===== config.mk =====
export PLATFORM = sky130hd
export DESIGN_NAME = ppsb_status_balance
export DESIGN_NICKNAME = d
export VERILOG_FILES = /design/src/rtl/ppsb_pkg.sv /design/src/rtl/ppsb_sticky_flag.sv /design/src/rtl/ppsb_status_balance.sv
export VERILOG_INCLUDE_DIRS = /design/src /design/src/rtl
export SDC_FILE = /design/constraint.sdc
export NUM_CORES = 1
export LEC_CHECK = 0
export BUFFER_PORTS_ARGS = -buffer_cell sky130_fd_sc_hd__clkbuf_2
export CAP_MARGIN = 10
export CORE_AREA = 8 8 66 68
export CTS_CLUSTER_SIZE = 14
export DETAILED_ROUTE_END_ITERATION = 8
export DIE_AREA = 0 0 74 76
export PLACE_DENSITY = 0.64
export SYNTH_ARGS = -nofsm -noshare
export SYNTH_HDL_FRONTEND = slang
export SYNTH_SLANG_ARGS = --single-unit

===== constraint.sdc =====
create_clock -name core_clk -period 1.5 [get_ports core_clk]
set_clock_uncertainty 0.2 [all_clocks]
set_input_delay 0.3 -clock core_clk [delete_from_list [all_inputs] [get_ports core_clk]]
set_output_delay 0.3 -clock core_clk [all_outputs]
set_load 0.005 [all_outputs]

===== src/rtl/ppsb_regs.svh =====
`ifndef PPSB_REGS_SVH
`define PPSB_REGS_SVH

// register offsets on the byte-wide register port
`define PPSB_ADDR_CFG_STATUS   8'h00
`define PPSB_ADDR_OP_STATUS    8'h01
`define PPSB_ADDR_CELL_BALANCE 8'h02

// configuration status fields
`define PPSB_CFG_UPPER_BIT     7
`define PPSB_CFG_LOWER_BIT     6
`define PPSB_CFG_WAKE_BIT      4

// operating status fields
`define PPSB_OP_XOT_BIT        5
`define PPSB_OP_IOT_BIT        4
`define PPSB_OP_LDF_BIT        3
`define PPSB_OP_DSC_BIT        2
`define PPSB_OP_DOC_BIT        1
`define PPSB_OP_COC_BIT        0
`define PPSB_OP_FLAG_COUNT     6
// flags that only the lower device implements
`define PPSB_LOWER_ONLY_MASK   6'h2F

// cell balance fields
`define PPSB_BAL_WAKE_REQ_BIT  6
`define PPSB_BAL_CELL7_BIT     7
`define PPSB_BAL_WRITE_MASK    8'hFE

// reset values
`define PPSB_BAL_RESET         8'h00
`define PPSB_RDATA_RESET       8'h00

`endif


===== src/rtl/ppsb_pkg.sv =====
package ppsb_pkg;

  typedef struct packed {
    logic [7:0] bal;
    logic [7:0] rdata;
    logic       fet_clr;
  } ppsb_core_state_type;

  typedef struct packed {
    logic flag;
  } ppsb_flag_state_type;

endpackage


===== src/rtl/ppsb_sticky_flag.sv =====
`timescale 1ns/1ns
module ppsb_sticky_flag (
  // clock and reset
  input  wire logic core_clk,
  input  wire logic rst_b,
  // condition and clear
  input  wire logic cond,
  input  wire logic read_clr,
  // flag
  output logic      flag
);

  ppsb_pkg::ppsb_flag_state_type st_reg;
  ppsb_pkg::ppsb_flag_state_type st_next;

  // a live condition overrides the read clear, so a fault seen during the read is kept
  always_comb begin
    st_next      = st_reg;
    st_next.flag = cond | (st_reg.flag & ~read_clr);  // [RULE_17]
  end

  always_ff @(posedge core_clk or negedge rst_b) begin
    if (!rst_b) begin
      st_reg <= '0;
    end else begin
      st_reg <= st_next;
    end
  end

  assign flag = st_reg.flag;

  property p_flag_set;
    @(posedge core_clk) disable iff (!rst_b) cond |=> flag;
  endproperty
  a_flag_set: assert property (p_flag_set) else $error("flag not set by condition");  // [RULE_17]

  property p_flag_clear;
    @(posedge core_clk) disable iff (!rst_b) (read_clr && !cond) |=> !flag;
  endproperty
  a_flag_clear: assert property (p_flag_clear) else $error("flag not cleared by read");

  property p_flag_hold;
    @(posedge core_clk) disable iff (!rst_b) (flag && !read_clr) |=> flag;
  endproperty
  a_flag_hold: assert property (p_flag_hold) else $error("flag dropped without read");

endmodule // ppsb_sticky_flag


===== src/rtl/ppsb_status_balance.sv =====
// What this block does
// RULE_01: config status bit 7 is a fixed read-only flag marking the upper device.
// RULE_02: config status bit 6 is a fixed read-only flag marking the lower device.
// RULE_03: config status bits 5 and 3 to 0 are reserved and read zero.
// RULE_04: config status bit 4 is wake pin level adjusted by wake polarity.
// RULE_05: op status bit 5 sets on external over-temperature, clears on read after.
// RULE_06: op status bit 4 sets on internal over-temperature, clears on read after.
// RULE_07: op status bit 3 sets on monitored fault with heavy load, read clears.
// RULE_08: op status bit 2 sets on discharge short, clears on read once removed.
// RULE_09: op status bit 1 sets on discharge overcurrent, clears on read afterwards.
// RULE_10: op status bit 0 sets on charge overcurrent, clears on read afterwards.
// RULE_11: balance bits 1 to 7 switch cell balancing on or off; bit 0 reserved.
// RULE_12: on the lower device balance bit 6 also drives the wake request output.
// RULE_13: balance bit 7 balances a seventh cell only on the upper device.
// RULE_14: software writes zero to reserved bits and ignores them on reads.
// RULE_15: forced sleep clears all balance bits and both switch drive bits.
// RULE_16: status bits unused on the upper device read zero there.
// RULE_17: a flag whose condition persists during a read stays set.
`timescale 1ns/1ns
`include "ppsb_regs.svh"
module ppsb_status_balance #(
  parameter bit IS_UPPER = 1'b0
) (
  // clock and reset
  input  wire logic       core_clk,
  input  wire logic       rst_b,
  // register port from the serial engine
  input  wire logic [7:0] reg_addr,
  input  wire logic       reg_wr,
  input  wire logic       reg_rd,
  input  wire logic [7:0] reg_wdata,
  output logic      [7:0] reg_rdata,
  // wake pin
  input  wire logic       wake_pin_above,
  input  wire logic       wake_polarity,
  // fault conditions
  input  wire logic       ext_overtemp,
  input  wire logic       int_overtemp,
  input  wire logic       load_monitor,
  input  wire logic       load_heavy,
  input  wire logic       discharge_short,
  input  wire logic       discharge_overcurrent,
  input  wire logic       charge_overcurrent,
  // sleep
  input  wire logic       force_sleep,
  output logic            fet_drive_clear,
  // balance outputs
  output logic      [7:1] balance_cell,
  output logic            wake_request_output
);

  ppsb_pkg::ppsb_core_state_type st_reg;
  ppsb_pkg::ppsb_core_state_type st_next;

  logic [`PPSB_OP_FLAG_COUNT-1:0] cond_raw;
  logic [`PPSB_OP_FLAG_COUNT-1:0] cond_eff;
  logic [`PPSB_OP_FLAG_COUNT-1:0] flags;
  logic                           op_read;
  logic                           wake_pin_status;
  logic [7:0]                     cfg_value;

  assign op_read         = reg_rd && (reg_addr == `PPSB_ADDR_OP_STATUS);
  assign wake_pin_status = ~(wake_pin_above ^ wake_polarity);  // [RULE_04]

  always_comb begin
    cond_raw                    = '0;
    cond_raw[`PPSB_OP_XOT_BIT]  = ext_overtemp;           // [RULE_05]
    cond_raw[`PPSB_OP_IOT_BIT]  = int_overtemp;           // [RULE_06]
    // the flag is set by a fault only while the load is monitored and heavy
    cond_raw[`PPSB_OP_LDF_BIT]  = load_monitor && load_heavy
                                  && (discharge_short || discharge_overcurrent);  // [RULE_07]
    cond_raw[`PPSB_OP_DSC_BIT]  = discharge_short;        // [RULE_08]
    cond_raw[`PPSB_OP_DOC_BIT]  = discharge_overcurrent;  // [RULE_09]
    cond_raw[`PPSB_OP_COC_BIT]  = charge_overcurrent;     // [RULE_10]
  end

  // lower-only flags are held off on the upper device so they read zero
  assign cond_eff = IS_UPPER ? (cond_raw & ~`PPSB_LOWER_ONLY_MASK) : cond_raw;  // [RULE_16]

  genvar gi;
  generate
    for (gi = 0; gi < `PPSB_OP_FLAG_COUNT; gi++) begin : g_flag
      ppsb_sticky_flag u_flag (
        .core_clk (core_clk),
        .rst_b    (rst_b),
        .cond     (cond_eff[gi]),
        .read_clr (op_read),  // [RULE_05] [RULE_06] [RULE_07] [RULE_08] [RULE_09] [RULE_10]
        .flag     (flags[gi])
      );
    end
  endgenerate

  always_comb begin
    cfg_value                      = 8'h00;  // [RULE_03]
    cfg_value[`PPSB_CFG_UPPER_BIT] = IS_UPPER;  // [RULE_01]
    cfg_value[`PPSB_CFG_LOWER_BIT] = ~IS_UPPER;  // [RULE_02]
    cfg_value[`PPSB_CFG_WAKE_BIT]  = wake_pin_status;  // [RULE_04]
  end

  always_comb begin
    st_next         = st_reg;
    st_next.fet_clr = force_sleep;  // [RULE_15]
    if (reg_rd) begin
      case (reg_addr)
        `PPSB_ADDR_CFG_STATUS:   st_next.rdata = cfg_value;
        `PPSB_ADDR_OP_STATUS:    st_next.rdata = {2'h0, flags};
        `PPSB_ADDR_CELL_BALANCE: st_next.rdata = st_reg.bal;
        default:                 st_next.rdata = 8'h00;
      endcase
    end
    // reserved bit 0 is forced to zero whatever software writes
    if (reg_wr && (reg_addr == `PPSB_ADDR_CELL_BALANCE)) begin
      st_next.bal = reg_wdata & `PPSB_BAL_WRITE_MASK;  // [RULE_11] [RULE_14]
    end
    // sleep wins over a write in the same cycle
    if (force_sleep) begin
      st_next.bal = `PPSB_BAL_RESET;  // [RULE_15]
    end
  end

  always_ff @(posedge core_clk or negedge rst_b) begin
    if (!rst_b) begin
      st_reg <= '0;
    end else begin
      st_reg <= st_next;
    end
  end

  assign reg_rdata       = st_reg.rdata;
  assign fet_drive_clear = st_reg.fet_clr;
  assign balance_cell[6:1] = st_reg.bal[6:1];  // [RULE_11]
  // bit 7 still stores on the lower device but drives no switch there
  assign balance_cell[7] = st_reg.bal[`PPSB_BAL_CELL7_BIT] & IS_UPPER;  // [RULE_13]
  assign wake_request_output = st_reg.bal[`PPSB_BAL_WAKE_REQ_BIT] & ~IS_UPPER;  // [RULE_12]

  property p_cfg_upper;
    @(posedge core_clk) disable iff (!rst_b)
      (reg_rd && reg_addr == `PPSB_ADDR_CFG_STATUS) |=> (reg_rdata[7] == IS_UPPER);
  endproperty
  a_cfg_upper: assert property (p_cfg_upper) else $error("upper flag wrong");  // [RULE_01]

  property p_cfg_lower;
    @(posedge core_clk) disable iff (!rst_b)
      (reg_rd && reg_addr == `PPSB_ADDR_CFG_STATUS) |=> (reg_rdata[6] == !IS_UPPER);
  endproperty
  a_cfg_lower: assert property (p_cfg_lower) else $error("lower flag wrong");  // [RULE_02]

  property p_cfg_rsvd;
    @(posedge core_clk) disable iff (!rst_b)
      (reg_rd && reg_addr == `PPSB_ADDR_CFG_STATUS) |=> (reg_rdata[5] == 1'b0 && reg_rdata[3:0] == 4'h0);
  endproperty
  a_cfg_rsvd: assert property (p_cfg_rsvd) else $error("reserved config bits not zero");  // [RULE_03]

  property p_cfg_wake;
    @(posedge core_clk) disable iff (!rst_b)
      (reg_rd && reg_addr == `PPSB_ADDR_CFG_STATUS)
      |=> (reg_rdata[4] == ($past(wake_pin_above) == $past(wake_polarity)));
  endproperty
  a_cfg_wake: assert property (p_cfg_wake) else $error("wake status wrong");  // [RULE_04]

  property p_keep_on_read;
    @(posedge core_clk) disable iff (!rst_b)
      op_read |=> ((flags & $past(cond_eff)) == $past(cond_eff));
  endproperty
  a_keep_on_read: assert property (p_keep_on_read) else $error("live flag cleared by read");  // [RULE_17]

  property p_coc_read;
    @(posedge core_clk) disable iff (!rst_b)
      (op_read && flags[`PPSB_OP_COC_BIT] && !charge_overcurrent)
      |=> (reg_rdata[`PPSB_OP_COC_BIT] && !flags[`PPSB_OP_COC_BIT]);
  endproperty
  a_coc_read: assert property (p_coc_read) else $error("charge overcurrent flag sequence wrong");  // [RULE_10]

  property p_bal_write;
    @(posedge core_clk) disable iff (!rst_b)
      (reg_wr && reg_addr == `PPSB_ADDR_CELL_BALANCE && !force_sleep)
      |=> (balance_cell[6:1] == $past(reg_wdata[6:1]));
  endproperty
  a_bal_write: assert property (p_bal_write) else $error("balance outputs do not follow write");  // [RULE_11]

  property p_sleep;
    @(posedge core_clk) disable iff (!rst_b)
      force_sleep |=> (balance_cell == 7'h00 && !wake_request_output && fet_drive_clear);
  endproperty
  a_sleep: assert property (p_sleep) else $error("sleep did not clear balance");  // [RULE_15]

  property p_wake_req;
    @(posedge core_clk) disable iff (!rst_b)
      wake_request_output |-> (!IS_UPPER && balance_cell[6]);
  endproperty
  a_wake_req: assert property (p_wake_req) else $error("wake request on wrong device");  // [RULE_12]

  property p_cell7;
    @(posedge core_clk) disable iff (!rst_b)
      balance_cell[7] |-> IS_UPPER;
  endproperty
  a_cell7: assert property (p_cell7) else $error("cell 7 balance on lower device");  // [RULE_13]

  property p_upper_zero;
    @(posedge core_clk) disable iff (!rst_b)
      (IS_UPPER && op_read) |=> ((reg_rdata & 8'hEF) == 8'h00);
  endproperty
  a_upper_zero: assert property (p_upper_zero) else $error("unused status bits nonzero on upper");  // [RULE_16]

  property p_flag_snapshot;
    @(posedge core_clk) disable iff (!rst_b)
      op_read |=> (reg_rdata[5:0] == $past(flags) && reg_rdata[7:6] == 2'h0);
  endproperty
  a_flag_snapshot: assert property (p_flag_snapshot) else $error("op status read data wrong");  // [RULE_05]

  property p_ldf_needs_monitor;
    @(posedge core_clk) disable iff (!rst_b)
      (!load_monitor && !flags[`PPSB_OP_LDF_BIT]) |=> !flags[`PPSB_OP_LDF_BIT];
  endproperty
  a_ldf_needs_monitor: assert property (p_ldf_needs_monitor) else $error("load fail set while unmonitored");  // [RULE_07]

  property p_bal_rsvd;
    @(posedge core_clk) disable iff (!rst_b)
      (reg_rd && reg_addr == `PPSB_ADDR_CELL_BALANCE) |=> !reg_rdata[0];
  endproperty
  a_bal_rsvd: assert property (p_bal_rsvd) else $error("reserved balance bit nonzero");  // [RULE_11]

  // the clear request must drop once sleep is gone, or the switches could never come back
  property p_sleep_release;
    @(posedge core_clk) disable iff (!rst_b)
      !force_sleep |=> !fet_drive_clear;
  endproperty
  a_sleep_release: assert property (p_sleep_release) else $error("switch clear held without sleep");  // [RULE_15]

endmodule // ppsb_status_balance


==> flow_metrics.env <==
export IMPL_status="complete, no violations"
export IMPL_drv_slew=0
export IMPL_cts_resized=0
export IMPL_final_util=0.415
export IMPL_setup_viol=0
export IMPL_p_per_area_mw_per_mm2=737
export IMPL_synth_enable_flop_cells=0
export IMPL_die_x_um=74
export IMPL_core_area_mm2=0.00344
export IMPL_hpwl_um=2250
export IMPL_critical_path_max_stage_delay_ns=0.43
export IMPL_nets=181
export IMPL_grt_max_degree=23
export IMPL_crit_chain="clkbuf_2"
export IMPL_wire_per_inst_um=13.9
export IMPL_viasPerCell=4.90
export IMPL_worst_path_max_delay_cell="dfrtp_1"
export IMPL_largest_register_ffs=8
export IMPL_use_met1=0.124
export IMPL_hold_depth=3
export IMPL_fin_crit_ns=1.37
export IMPL_grt_util_met3=0.0171
export IMPL_remaining_drc_errors=0
export IMPL_grt_pass1_wl_um=4550
export IMPL_r2r_worst_path_cells=3
export IMPL_slew_headroom=0.654
export IMPL_path_clk_slew_ns=0.12
export IMPL_worstPathArrival_ns=0.87
export IMPL_critPathTopFamily="flip-flops"
export IMPL_ys_flop_type="dfrtp_1"
export IMPL_cts_setup_buffers=0
export IMPL_cts_tree="done"
export IMPL_wl_um=2750
export IMPL_h_tree_depth=1
export IMPL_critPathKind="reg2out"
export IMPL_hold_violations=0
export IMPL_fin_crit_sh=0.915
export IMPL_path_buf_inv=1
export IMPL_postSynthCellCount=111
export IMPL_finalPower_mw=1.05
export IMPL_use_met2=0.159
export IMPL_avgSynthCellArea_um2=10.2
export IMPL_numCtsBuffers=3
export IMPL_start_kind="register"
export IMPL_io_buffers=44
export IMPL_power_leakage_nw=0.662
export IMPL_syn_area_mm2=0.00113
export IMPL_grt_pass1_vias=1017
export IMPL_fin_ws_ns=0.128
export IMPL_grt_usage=0.101
export IMPL_drt_iter0_drc=115
export IMPL_cp_depth=1
export IMPL_worst_setup_path_end_kind="primary output"
export IMPL_clockRootBuffer="clkbuf_4"
export IMPL_syn_num_nets=141
export IMPL_ys_seq_elements=22
export IMPL_num_io_pins=47
export IMPL_area_delta_synth_final_pct=26.2
export IMPL_start_util=0.328
export IMPL_min_path_type="in2reg"
export IMPL_rows=22
export IMPL_diodes=0
export IMPL_drv_cap=0
export IMPL_cp_required_ns=1.00
export IMPL_antenna_found_initial=0
export IMPL_peakVddDrop_uv=221
export IMPL_ant_nets=0
export IMPL_ctsHoldBuffers=7
export IMPL_yosysSeqAreaShare=0.487
export IMPL_nFillCells=365
export IMPL_first_pass_iters=4
export IMPL_critPathMaxFanout=4
export IMPL_grt_ovfl_total=0
export IMPL_clkSinkCount=22
export IMPL_busiest_layer="met2"
export IMPL_async_reset_ff_frac=1.00
export IMPL_worstMarginPinSlew_ns=0.520
export IMPL_clock_latency_ns=0.30
export IMPL_rrSetupSlack_ns=0.27
export IMPL_rsz0062_at_grt="no"
export IMPL_place_ws_ns=-0.141
export IMPL_clock_path_buffers=2
export IMPL_gp_congestion=0.832
export IMPL_yosys_cell_types_count=25
export IMPL_fmax_mhz=729
export IMPL_yosys_warnings=0
export IMPL_die_area_mm2=0.00562
export IMPL_drive_gt1_frac=0.380
export IMPL_die_h_um=76
export IMPL_via_count=970
-- final cells by class --
class	count	area [µm²]	share of cell area
flip-flops and latches	22	551	0.386
multi-input cells	67	448	0.314
repair buffers	56	328	0.230
well taps	48	60.1	0.0421
clock buffers	4	36.3	0.0254
inverters	1	3.75	0.00263
-- worst paths after layout --
path / to / startpoint
min in group asynchronous: g_flag[4].u_flag.flag / rst_b
hold reg to reg: g_flag[5].u_flag.flag / g_flag[5].u_flag.flag
setup reg to reg: reg_rdata[4] / g_flag[4].u_flag.flag
max in group asynchronous: g_flag[1].u_flag.flag / rst_b
setup / recovery: balance_cell[6] / balance_cell[6]
hold / removal: st_reg[16] / reg_wdata[7]
-- where the power goes --
group          switching, mW  leakage, nW  internal (mW)  total, mW
registers            0.00126        0.274          0.596      0.597
clock network          0.174       0.0210          0.148      0.322
logic                 0.0701        0.367         0.0618      0.132
-- cells in the mapped netlist, types with 2 or more instances --
master	instances	area share
dfrtp_1	22	0.49
buf_4	15	0.10
o31ai_1	11	0.073
nand2_1	8	0.027
a21oi_1	7	0.031
nand4_1	7	0.039
a21o_1	5	0.033
a22oi_1	4	0.027
clkbuf_1	4	0.013
o2bb2ai_1	4	0.031
and3b_1	3	0.023
nand3_1	3	0.013
nor2_1	3	0.010
nor2b_1	3	0.017
buf_2	2	0.0089
-- stage by stage --
step                hold slack, ns  instances  TNS [ns]  area [µm²]
CTS                        0.00944        198         0        1430
finish                      0.0191        198         0        1430
floorplan                   -0.196        111    -0.238        1150
detailed placement           0.103        187     -1.87        1320
global placement            0.0980        187     -1.28        1320
global route                0.0161        198         0        1430
-- routing by layer --
metal | up-vias | share of wire
li1 | 475 | -
met1 | 450 | 0.42
met2 | 40 | 0.48
met3 | 5 | 0.078
met4 | 0 | 0.020
met5 | - | 0
-- cells in the final DEF, fill, tap and decap left out --
cell type      instances
nand4_1                7
nand4_2                1
buf_4                  5
a21o_1                 5
o31ai_1               11
nand3b_2               1
and3b_1                3
clkbuf_8               1
o2bb2ai_1              4
dfrtp_1               22
a21oi_1                7
nor4_2                 1
or2_1                  1
o41ai_1                1
nor2b_1                3
inv_1                  1
conb_1                 1
clkbuf_4               3
clkbuf_2              44
dlygate4sd3_1          7
or4_4                  1
nand3_1                3
a211oi_1               1
a22oi_1                4
nor2_1                 3
nand2_1                8
xnor2_1                1
-- kinds of logic after synthesis --
logic type / Yosys count / share of synthesized area
and+or+nand+nor: 32 / 0.167
DFF: 22 / 0.487
other: 1 / 0.00332
buffers and inverters: 22 / 0.125
AOI/OAI and AO/OA: 33 / 0.209
xor gates and xnor gates: 1 / 0.00775
(Power assumes the default switching activity.)
